File: src/ccp_regs.svh
// register indices, field positions and reset values of the capture/compare/pwm unit
// assumes a 32-bit word bus; byte address is four times the index
`ifndef CCP_REGS_SVH
`define CCP_REGS_SVH

`define IDX_VALUE 10'h340
`define IDX_CTRL 10'h342
`define IDX_TRIG 10'h343
`define IDX_TSEL 10'h34c

`define CTRL_EN_BIT 7
`define CTRL_OUT_BIT 5
`define CTRL_FMT_BIT 4
`define CTRL_MODE_MSB 3

`define CTRL_RESET 8'h00
`define TRIG_RESET 3'h0
`define TSEL_RESET 8'h15
`define TSEL_FIELD_MSB 1
`define TSEL_SECOND 2'h2

`define PRESCALE_4 4'h3
`define PRESCALE_16 4'hf

`define RESP_OKAY 2'h0
`define RESP_SLVERR 2'h2

`endif

File: src/ccp_pkg.sv
// types shared by the capture/compare/pwm unit and its bench
// assumes ccp_regs.svh supplies the numeric constants
package ccp_pkg;

    typedef enum logic [3:0]
    {
        MODE_OFF = 4'h0,
        MODE_TOG_CLR = 4'h1,
        MODE_TOG = 4'h2,
        MODE_CAP_ANY = 4'h3,
        MODE_CAP_FALL = 4'h4,
        MODE_CAP_RISE = 4'h5,
        MODE_CAP_4 = 4'h6,
        MODE_CAP_16 = 4'h7,
        MODE_SET = 4'h8,
        MODE_CLR = 4'h9,
        MODE_PULSE = 4'ha,
        MODE_PULSE_CLR = 4'hb
    } mode_type;

    // time bases offered by the timers; index a is the first of each pair
    typedef struct packed {
        logic [15:0] count_a;
        logic [15:0] count_b;
        logic [9:0] base_a;
        logic [9:0] base_b;
        logic period_a;
        logic period_b;
    } timers_type;

endpackage

File: src/capture_compare_pwm_unit.sv
// capture/compare/pwm unit with an axi4-lite register slave
// assumes timers, trigger sources and bus are synchronous to REF_CLK_I
`timescale 1ns/1ps
`include "ccp_regs.svh"

module capture_compare_pwm_unit #(
    parameter int TRIG_W = 8
) (
    input wire logic REF_CLK_I,
    input wire logic RST_I,
    input wire logic AWVALID_I,
    output logic AWREADY_O,
    input wire logic [31:0] AWADDR_I,
    input wire logic WVALID_I,
    output logic WREADY_O,
    input wire logic [31:0] WDATA_I,
    input wire logic [3:0] WSTRB_I,
    output logic BVALID_O,
    input wire logic BREADY_I,
    output logic [1:0] BRESP_O,
    input wire logic ARVALID_I,
    output logic ARREADY_O,
    input wire logic [31:0] ARADDR_I,
    output logic RVALID_O,
    input wire logic RREADY_I,
    output logic [31:0] RDATA_O,
    output logic [1:0] RRESP_O,
    input wire logic [TRIG_W-1:0] TRIGGER_I,
    input wire ccp_pkg::timers_type TIMERS_I,
    output logic UNIT_PIN_O,
    output logic UNIT_EVENT_FLAG_O,
    output logic [1:0] TIMER_CLEAR_O
);

    logic en;
    logic fmt;
    logic [3:0] mode;
    logic [2:0] trig_sel;
    logic [7:0] tsel;
    logic [15:0] value;
    logic [9:0] duty_buf;
    logic out_level;
    logic trig_prev;
    logic match_prev;
    logic [3:0] edge_count;
    logic aw_full;
    logic w_full;
    logic [31:0] aw_addr;
    logic [31:0] wdata;
    logic [3:0] wstrb;
    logic do_write;
    logic wr_hit;
    logic [31:0] rd_word;
    logic rd_hit;
    logic active;
    logic use_second;
    logic [15:0] count;
    logic [9:0] base;
    logic period;
    logic trig;
    logic rise;
    logic fall;
    logic capture;
    logic match;
    logic hit;
    logic [9:0] duty;
    logic next_out;
    logic pulse_on;

    function automatic logic is_pwm(input logic [3:0] m);
        return m[3] && m[2];
    endfunction

    function automatic logic is_capture(input logic [3:0] m);
        return m >= ccp_pkg::MODE_CAP_ANY && m <= ccp_pkg::MODE_CAP_16;
    endfunction

    function automatic logic idx_hit(input logic [31:0] a, input logic [9:0] idx);
        return a[31:12] == 20'h00000 && a[11:2] == idx;
    endfunction

    function automatic logic known(input logic [31:0] a);
        return idx_hit(a, `IDX_VALUE) || idx_hit(a, `IDX_CTRL)
            || idx_hit(a, `IDX_TRIG) || idx_hit(a, `IDX_TSEL);
    endfunction

    // mode 0000 disables even with the enable bit set
    assign active = en && mode != ccp_pkg::MODE_OFF;

    // reserved codes 00 and 11 fall back to the first pair
    assign use_second = tsel[`TSEL_FIELD_MSB:0] == `TSEL_SECOND;
    assign count = use_second ? TIMERS_I.count_b : TIMERS_I.count_a;
    assign base = use_second ? TIMERS_I.base_b : TIMERS_I.base_a;
    assign period = use_second ? TIMERS_I.period_b : TIMERS_I.period_a;

    assign trig = TRIGGER_I[trig_sel];
    assign rise = trig && !trig_prev;
    assign fall = !trig && trig_prev;

    always_comb
    begin
        capture = 1'b0;
        if (active)
        begin
            case (mode)
                ccp_pkg::MODE_CAP_ANY: capture = rise || fall;
                ccp_pkg::MODE_CAP_FALL: capture = fall;
                ccp_pkg::MODE_CAP_RISE: capture = rise;
                // counter runs to fifteen; its low two bits mark every fourth rise
                ccp_pkg::MODE_CAP_4:
                    capture = rise && (edge_count & `PRESCALE_4) == `PRESCALE_4;
                ccp_pkg::MODE_CAP_16: capture = rise && edge_count == `PRESCALE_16;
                default: capture = 1'b0;
            endcase
        end
    end

    // edge detection on the timer equality avoids repeat actions
    // while a prescaled timer dwells on the matching count
    assign match = count == value;
    assign hit = active && !is_pwm(mode) && !is_capture(mode) && match && !match_prev;

    // right aligned uses bits 9:0, left aligned bits 15:6
    assign duty = fmt ? value[15:6] : value[9:0];

    always_comb
    begin
        next_out = out_level;
        pulse_on = 1'b0;
        if (!active)
        begin
            next_out = 1'b0;
        end
        else if (is_pwm(mode))
        begin
            if (period)
            begin
                next_out = duty != 10'h000;
            end
            else if (base == duty_buf)
            begin
                next_out = 1'b0;
            end
        end
        else if (hit)
        begin
            case (mode)
                ccp_pkg::MODE_SET: next_out = 1'b1;
                ccp_pkg::MODE_CLR: next_out = 1'b0;
                ccp_pkg::MODE_PULSE, ccp_pkg::MODE_PULSE_CLR:
                begin
                    next_out = 1'b1;
                    pulse_on = 1'b1;
                end
                ccp_pkg::MODE_TOG, ccp_pkg::MODE_TOG_CLR: next_out = !out_level;
                default: next_out = out_level;
            endcase
        end
        else if (mode == ccp_pkg::MODE_PULSE || mode == ccp_pkg::MODE_PULSE_CLR)
        begin
            next_out = 1'b0;
        end
    end

    always_ff @(posedge REF_CLK_I or posedge RST_I)
    begin
        if (RST_I)
        begin
            out_level <= 1'b0;
            UNIT_PIN_O <= 1'b0;
        end
        else
        begin
            out_level <= next_out;
            UNIT_PIN_O <= next_out;
        end
    end

    always_ff @(posedge REF_CLK_I or posedge RST_I)
    begin
        if (RST_I)
        begin
            trig_prev <= 1'b0;
            match_prev <= 1'b0;
        end
        else
        begin
            trig_prev <= trig;
            match_prev <= match;
        end
    end

    // prescaler restarts whenever control is written or the unit idles
    always_ff @(posedge REF_CLK_I or posedge RST_I)
    begin
        if (RST_I)
        begin
            edge_count <= 4'h0;
        end
        else if (!active || (do_write && idx_hit(aw_addr, `IDX_CTRL)))
        begin
            edge_count <= 4'h0;
        end
        else if (rise)
        begin
            edge_count <= edge_count + 4'h1;
        end
    end

    always_ff @(posedge REF_CLK_I or posedge RST_I)
    begin
        if (RST_I)
        begin
            duty_buf <= 10'h000;
        end
        else if (active && is_pwm(mode) && period)
        begin
            duty_buf <= duty;
        end
    end

    always_ff @(posedge REF_CLK_I or posedge RST_I)
    begin
        if (RST_I)
        begin
            UNIT_EVENT_FLAG_O <= 1'b0;
            TIMER_CLEAR_O <= 2'h0;
        end
        else
        begin
            UNIT_EVENT_FLAG_O <= capture || hit || (active && is_pwm(mode) && period);
            TIMER_CLEAR_O <= 2'h0;
            if (hit && (mode == ccp_pkg::MODE_PULSE_CLR || mode == ccp_pkg::MODE_TOG_CLR))
            begin
                TIMER_CLEAR_O <= use_second ? 2'h2 : 2'h1;
            end
        end
    end

    // value is data, not control: no reset, so other resets keep it
    always_ff @(posedge REF_CLK_I)
    begin
        if (capture)
        begin
            value <= count;
        end
        else if (do_write && idx_hit(aw_addr, `IDX_VALUE))
        begin
            if (wstrb[0])
            begin
                value[7:0] <= wdata[7:0];
            end
            if (wstrb[1])
            begin
                value[15:8] <= wdata[15:8];
            end
        end
    end

    always_ff @(posedge REF_CLK_I or posedge RST_I)
    begin
        if (RST_I)
        begin
            en <= 1'(`CTRL_RESET >> `CTRL_EN_BIT);
            fmt <= 1'b0;
            mode <= 4'h0;
            trig_sel <= `TRIG_RESET;
            tsel <= `TSEL_RESET;
        end
        else if (do_write && wstrb[0])
        begin
            if (idx_hit(aw_addr, `IDX_CTRL))
            begin
                en <= wdata[`CTRL_EN_BIT];
                fmt <= wdata[`CTRL_FMT_BIT];
                mode <= wdata[`CTRL_MODE_MSB:0];
            end
            else if (idx_hit(aw_addr, `IDX_TRIG))
            begin
                trig_sel <= wdata[2:0];
            end
            else if (idx_hit(aw_addr, `IDX_TSEL))
            begin
                tsel <= wdata[7:0];
            end
        end
    end

    // write channel: address and data taken in either order
    assign do_write = aw_full && w_full && !BVALID_O;
    assign wr_hit = known(aw_addr);

    always_ff @(posedge REF_CLK_I or posedge RST_I)
    begin
        if (RST_I)
        begin
            aw_full <= 1'b0;
            AWREADY_O <= 1'b0;
            aw_addr <= 32'h00000000;
        end
        else if (AWVALID_I && AWREADY_O)
        begin
            aw_full <= 1'b1;
            AWREADY_O <= 1'b0;
            aw_addr <= AWADDR_I;
        end
        else if (do_write)
        begin
            aw_full <= 1'b0;
        end
        else if (!aw_full && !BVALID_O)
        begin
            AWREADY_O <= 1'b1;
        end
    end

    always_ff @(posedge REF_CLK_I or posedge RST_I)
    begin
        if (RST_I)
        begin
            w_full <= 1'b0;
            WREADY_O <= 1'b0;
            wdata <= 32'h00000000;
            wstrb <= 4'h0;
        end
        else if (WVALID_I && WREADY_O)
        begin
            w_full <= 1'b1;
            WREADY_O <= 1'b0;
            wdata <= WDATA_I;
            wstrb <= WSTRB_I;
        end
        else if (do_write)
        begin
            w_full <= 1'b0;
        end
        else if (!w_full && !BVALID_O)
        begin
            WREADY_O <= 1'b1;
        end
    end

    always_ff @(posedge REF_CLK_I or posedge RST_I)
    begin
        if (RST_I)
        begin
            BVALID_O <= 1'b0;
            BRESP_O <= `RESP_OKAY;
        end
        else if (do_write)
        begin
            BVALID_O <= 1'b1;
            BRESP_O <= wr_hit ? `RESP_OKAY : `RESP_SLVERR;
        end
        else if (BREADY_I)
        begin
            BVALID_O <= 1'b0;
        end
    end

    always_comb
    begin
        rd_word = 32'h00000000;
        rd_hit = known(ARADDR_I);
        if (idx_hit(ARADDR_I, `IDX_VALUE))
        begin
            rd_word[15:0] = value;
        end
        else if (idx_hit(ARADDR_I, `IDX_CTRL))
        begin
            rd_word[`CTRL_EN_BIT] = en;
            rd_word[`CTRL_OUT_BIT] = out_level;
            rd_word[`CTRL_FMT_BIT] = fmt;
            rd_word[`CTRL_MODE_MSB:0] = mode;
        end
        else if (idx_hit(ARADDR_I, `IDX_TRIG))
        begin
            rd_word[2:0] = trig_sel;
        end
        else if (idx_hit(ARADDR_I, `IDX_TSEL))
        begin
            rd_word[7:0] = tsel;
        end
    end

    always_ff @(posedge REF_CLK_I or posedge RST_I)
    begin
        if (RST_I)
        begin
            ARREADY_O <= 1'b0;
            RVALID_O <= 1'b0;
            RDATA_O <= 32'h00000000;
            RRESP_O <= `RESP_OKAY;
        end
        else if (ARVALID_I && ARREADY_O)
        begin
            ARREADY_O <= 1'b0;
            RVALID_O <= 1'b1;
            RDATA_O <= rd_word;
            RRESP_O <= rd_hit ? `RESP_OKAY : `RESP_SLVERR;
        end
        else if (RVALID_O && RREADY_I)
        begin
            RVALID_O <= 1'b0;
        end
        else if (!RVALID_O)
        begin
            ARREADY_O <= 1'b1;
        end
    end

endmodule

File: config.mk
export PLATFORM = sky130hd
export DESIGN_NAME = capture_compare_pwm_unit
export DESIGN_NICKNAME = d
export VERILOG_FILES = /design/src/ccp_pkg.sv /design/src/capture_compare_pwm_unit.sv
export VERILOG_INCLUDE_DIRS = /design/src
export SDC_FILE = /design/constraint.sdc
export NUM_CORES = 1
export LEC_CHECK = 0
export BUFFER_PORTS_ARGS = -buffer_cell sky130_fd_sc_hd__buf_4
export CORE_MARGIN = 4
export CORE_UTILIZATION = 55
export DETAILED_ROUTE_END_ITERATION = 10
export PLACE_DENSITY = 0.86
export SLEW_MARGIN = 20
export SYNTH_ARGS = -nofsm -noshare
export SYNTH_HDL_FRONTEND = slang
export SYNTH_SLANG_ARGS = --single-unit
File: constraint.sdc
create_clock -name REF_CLK_I -period 7 [get_ports REF_CLK_I]
set_input_delay 0.35 -clock REF_CLK_I [delete_from_list [all_inputs] [get_ports REF_CLK_I]]
set_output_delay 0.35 -clock REF_CLK_I [all_outputs]
set_load 0.02 [all_outputs]
==> results.md <==
Critical path:
- The largest incremental delay on the critical path is approximately 0.52 ns.
- The critical-path maximum fanout is 19.
- STA classifies the critical path endpoint as a register.
- The critical path goes through mux4_2, mux2i_1, inv_1, ha_1, nor2_1, a32oi_1, nor4b_2, buf_4, mux2_2.
- The family with the most delay on the worst path is multiplexers.
- The slowest stage of the critical path is the sky130_fd_sc_hd__mux4_2 cell.
- Together, buffers and inverters on the worst path number 2.
- The critical setup path kind is reg2reg.
- In this run the number of cells on the critical path is 9.
- The sort of element at the start of the critical path is a register.
- STA puts the critical path data arrival time at between 3 and 4 ns.
- Measured in cells, the most critical reg-to-reg path has a length of 9.
- Data on the critical path is required at its endpoint by 7.16 ns.

Floorplanning:
- The die covers 0.0138 sq mm.
- In this run the horizontal extent of the chip is between 100 and 150 um.
- From bottom edge to top edge, the die measures around 120 um.
- In this run the standard cell core region covers about 0.012 sq mm.
- In this run the core area contains 39 standard-cell rows.
- During I/O placement, the number of pins put on the boundary was 214.
- The initial standard-cell utilization of the core is 0.569.

Timing:
- The headroom to the max-slew limit is 0.347.
- Setup repair after global routing left no endpoint under its margin.
- Setup violations remaining at the end of the flow were counted as 0.
- The actual slew at the worst max-slew pin is roughly 1 ns.
- Derived from the worst setup path, the maximum achievable clock frequency is between 300 and 400 MHz.
- The worst path meets setup with roughly 4 ns of slack.
- The final critical delay including setup and external delays is approximately 3 ns.
- The total negative slack for setup checks is 0 ns.
- Hold timing on the final database bottoms out at a slack of 0.111 ns.
- The final worst-path cycle share is 0.431.
- The final clock skew is about 0.0085 ns.
- The number of max-slew violations in the final report came to 0.
- The final count of hold timing violations was 0.

Hold path:
- The path type of the worst min-delay path is in2reg.
- Counting instances, the worst hold path has a depth of 2.

Cells and area:
- The repair_antennas step left the layout with diodes totalling 0.
- The share of final-layout standard cells stronger than drive strength 1 is 0.396.
- At the end of the flow, the number of nets in the layout was 940.
- The fill cell total of the finished layout is 790.
- Relative to the synthesized area, the layout overhead comes to 29.3%.
- The count of cells in the finished layout, fillers not included, comes to just over 900.

Global route:
- For this run, the total global-route usage over all layers was measured as 0.264.
- The first global-routing pass estimated 29100 um of wire.
- Entering global routing, the biggest net connects 80 pins.
- The leftover overflow at the end of global routing is 0.
- The number of antenna violations at the first check in global routing is 0.
- The via count of the first global-routing pass is 5838.

Yosys:
- Yosys attributes the largest share of cell area to sky130_fd_sc_hd__dfrtp_1 (41%), sky130_fd_sc_hd__mux2_2 (14%), sky130_fd_sc_hd__edfxtp_1 (7.3%).
- The sequential cell area fraction in the yosys report is 0.492.
- Counting flops with a built-in enable in the synthesized netlist gives 16.
- The library cell occupying the most area in the post-synthesis netlist is sky130_fd_sc_hd__dfrtp_1.
- The number of library cell types mapped by synthesis is 63.
- In this run the cell area of the synthesized design comes to roughly 0.0066 sq mm.
- The xor/xnor cell area share of the yosys netlist is 0.0386.
- The adder-cell share of the synthesized area is 0.00570.
- Synthesis produced between 500 and 600 cells.
- Of the total synthesized cell area, the portion taken by AND, OR, NAND and NOR gates is 0.125.
- The yosys synthesis warning count is 0.
- The number of storage elements in the synthesis netlist is between 100 and 150.
- The synthesized area per cell is around 11 sq um.
- The prevailing post-synth register cell is sky130_fd_sc_hd__dfrtp_1.
- The share of synthesized area in the top cell type comes to 0.407.
- The mux share of post-synthesis cell area is 0.179.
- The combinational family with the most area after synthesis is multiplexers.
- Of all flip-flops after synthesis, the portion carrying an async set or reset was 0.873.
- The share of the synthesized area in compound gates (AO/OA/AOI/OAI) was 0.106.

Clock network:
- At the later pin of the worst-skew pair, clock insertion delay measures about 0.42 ns.
- The clock slew seen by the registers of the worst setup and hold paths is 0.06 ns.
- Counting the buffers created by CTS gives 17.
- For this design, the sink count on the clock tree is ~130.
- The cell sitting at the root of the clock tree is a sky130_fd_sc_hd__clkbuf_16.
- The number of buffers on the longest clock path is 2.
- TritonCTS built the clock tree.
- The number of setup buffers added after CTS is 0.
- The H-tree depth is 4.

Routing:
- The final route contains 5412 vias.
- The routed via count divided by cell count is 5.86.
- In this run the remaining antenna-violating nets after routing total 0.
- The length of the first detailed-routing pass in iterations is 6.
- Summed over all layers, the routed wires come to 18000 um.
- After the first detailed-routing iteration, the DRC count stood at around 450.
- In the final routed layout, each cell accounts on average for just under 20 um.
- The number of design rule violations left after detail routing is 0.

Run status:
- The flow ran to the end, and the final reports show no timing, DRC or antenna violations.

Pwr:
- The static power due to leakage is 3.85 nW.
- IR analysis of the VDD net gives a maximum drop of around 0.24 mV.
- Dividing total power by cell area gives a power density of ~280 mW/mm^2.

Placed design:
- Once placement completed, the tool counted placed cells totaling 891.
- OpenSTA, run right after detailed placement, puts the worst setup slack at between 3 and 4 ns.
- The number of I/O port buffers is 173.
- The last weighted congestion value of the routability-driven placer is around 0.87.
- Detailed placement ended at an HPWL of ~13000 um.

Flow run:
- The number of max-cap violations is 0.
## cell usage in the layout, fill, tap and decap left out, types with 5 or more instances in the layout
cell / synthesis / layout
sky130_fd_sc_hd__mux2_2: 80 / 80
sky130_fd_sc_hd__nor3_1: 12 / 12
sky130_fd_sc_hd__xnor2_1: 15 / 15
sky130_fd_sc_hd__o22ai_1: 7 / 7
sky130_fd_sc_hd__xor2_1: 14 / 14
sky130_fd_sc_hd__clkbuf_16: 0 / 17
sky130_fd_sc_hd__buf_4: 18 / 177
sky130_fd_sc_hd__nor2_1: 39 / 39
sky130_fd_sc_hd__a21oi_1: 24 / 24
sky130_fd_sc_hd__nor4_1: 16 / 16
sky130_fd_sc_hd__inv_1: 25 / 24
sky130_fd_sc_hd__edfxtp_1: 16 / 16
sky130_fd_sc_hd__nand3_1: 8 / 8
sky130_fd_sc_hd__a31oi_1: 5 / 5
sky130_fd_sc_hd__o21ai_0: 22 / 22
sky130_fd_sc_hd__nand2_1: 58 / 57
sky130_fd_sc_hd__mux2i_1: 23 / 23
sky130_fd_sc_hd__a22o_1: 10 / 10
sky130_fd_sc_hd__dfrtp_1: 107 / 107
sky130_fd_sc_hd__conb_1: 1 / 18
## layer usage
metal	GRT usage	routed length (um)	part of all wire	vias to the layer above
li1	-	-	-	2467
met5	0	0	0	-
met2	0.453	9160	0.51	286
met3	0.0982	1950	0.11	53
met1	0.294	6250	0.35	2606
met4	0.114	644	0.036	0
## metrics by stage
step	utilization	instance area, sq um	total power [mW]
2_1_floorplan	-	6640	1.35
3_3_place_gp	0.684	7910	1.49
5_1_grt	0.736	8510	2.50
4_1_cts	0.735	8510	2.40
3_5_place_dp	0.684	7910	1.53
6_report	0.736	8510	2.39
## sequential cells by signal (all words and copies together), names as in the netlist, 2 cells and up
signal         cells
aw_addr           30
RDATA_O           16
value             16
wdata             16
duty_buf          10
tsel               8
edge_count         4
mode               4
trig_sel           3
TIMER_CLEAR_O      2
wstrb              2
## cells by family after synthesis
family                     after synthesis
AOI/OAI and AO/OA                      103
xor gates and xnor gates                29
adders and majority gates                3
buffers and inverters                   69
DFF                                    126
muxes                                  105
other                                    1
and+or+nand+nor                        162
## layout make-up
| cell class | instances | area, sq um | area share |
|---|---|---|---|
| Inverter | 25 | 96.3 | 0.0113 |
| Timing Repair Buffer | 178 | 1340 | 0.157 |
| Sequential cell | 126 | 3240 | 0.380 |
| Tap cell | 143 | 179 | 0.0210 |
| Multi-Input combinational cell | 420 | 3070 | 0.361 |
| Clock buffer | 17 | 425 | 0.0500 |
| Clock inverter | 15 | 161 | 0.0190 |
## worst paths after layout
check | start | to | slack [ns]
worst max-delay path | trig_sel[0]$_DFFE_PP0P_ | value[5]$_DFFE_PP_ | 3.98
worst min-delay path | BREADY_I | BVALID_O$_DFFE_PP0P_ | 0.11
worst max register to register | trig_sel[0]$_DFFE_PP0P_ | value[5]$_DFFE_PP_ | 3.98
worst min register to register | RDATA_O[0]$_DFFE_PP0P_ | RDATA_O[0]$_DFFE_PP0P_ | 0.48
max in group asynchronous | RST_I | trig_prev$_DFF_PP0_ | 5.20
min in group asynchronous | RST_I | aw_addr[21]$_DFFE_PP0P_ | 0.48
## cells in the mapped netlist, drive strengths merged (5+ instances only)
master	number
a21oi	24
a22o	10
a31oi	5
buf	26
clkbuf	18
dfrtp	107
edfxtp	16
inv	25
mux2	80
mux2i	23
nand2	58
nand3	9
nand4	5
nor2	40
nor3	14
nor4	18
o21ai	22
o22ai	7
xnor2	15
xor2	14
## worst reg2reg max path: cells and delay by family, from the launching register on
kind,cells,cell delay [ns]
flops,1,0.44
mux,3,1.14
simple gates,2,0.38
fa+ha+maj,1,0.28
buf+inv,2,0.41
compound gates,1,0.12
## repair_timing
| item | 4_1_cts | 5_1_grt |
|---|---|---|
| resized for setup | 0 | 0 |
| hold endpoints to repair | 31 | 0 |
| hold buffers | 1 | 0 |
## where the power goes
part | internal [mW] | switching (mW) | leakage, nW
Clock | 0.529 | 0.341 | 0.282
Sequential | 0.920 | 0.128 | 1.51
Combinational | 0.272 | 0.201 | 2.06
Total | 1.72 | 0.671 | 3.85
Note: power is estimated with default switching activity, not from simulation.
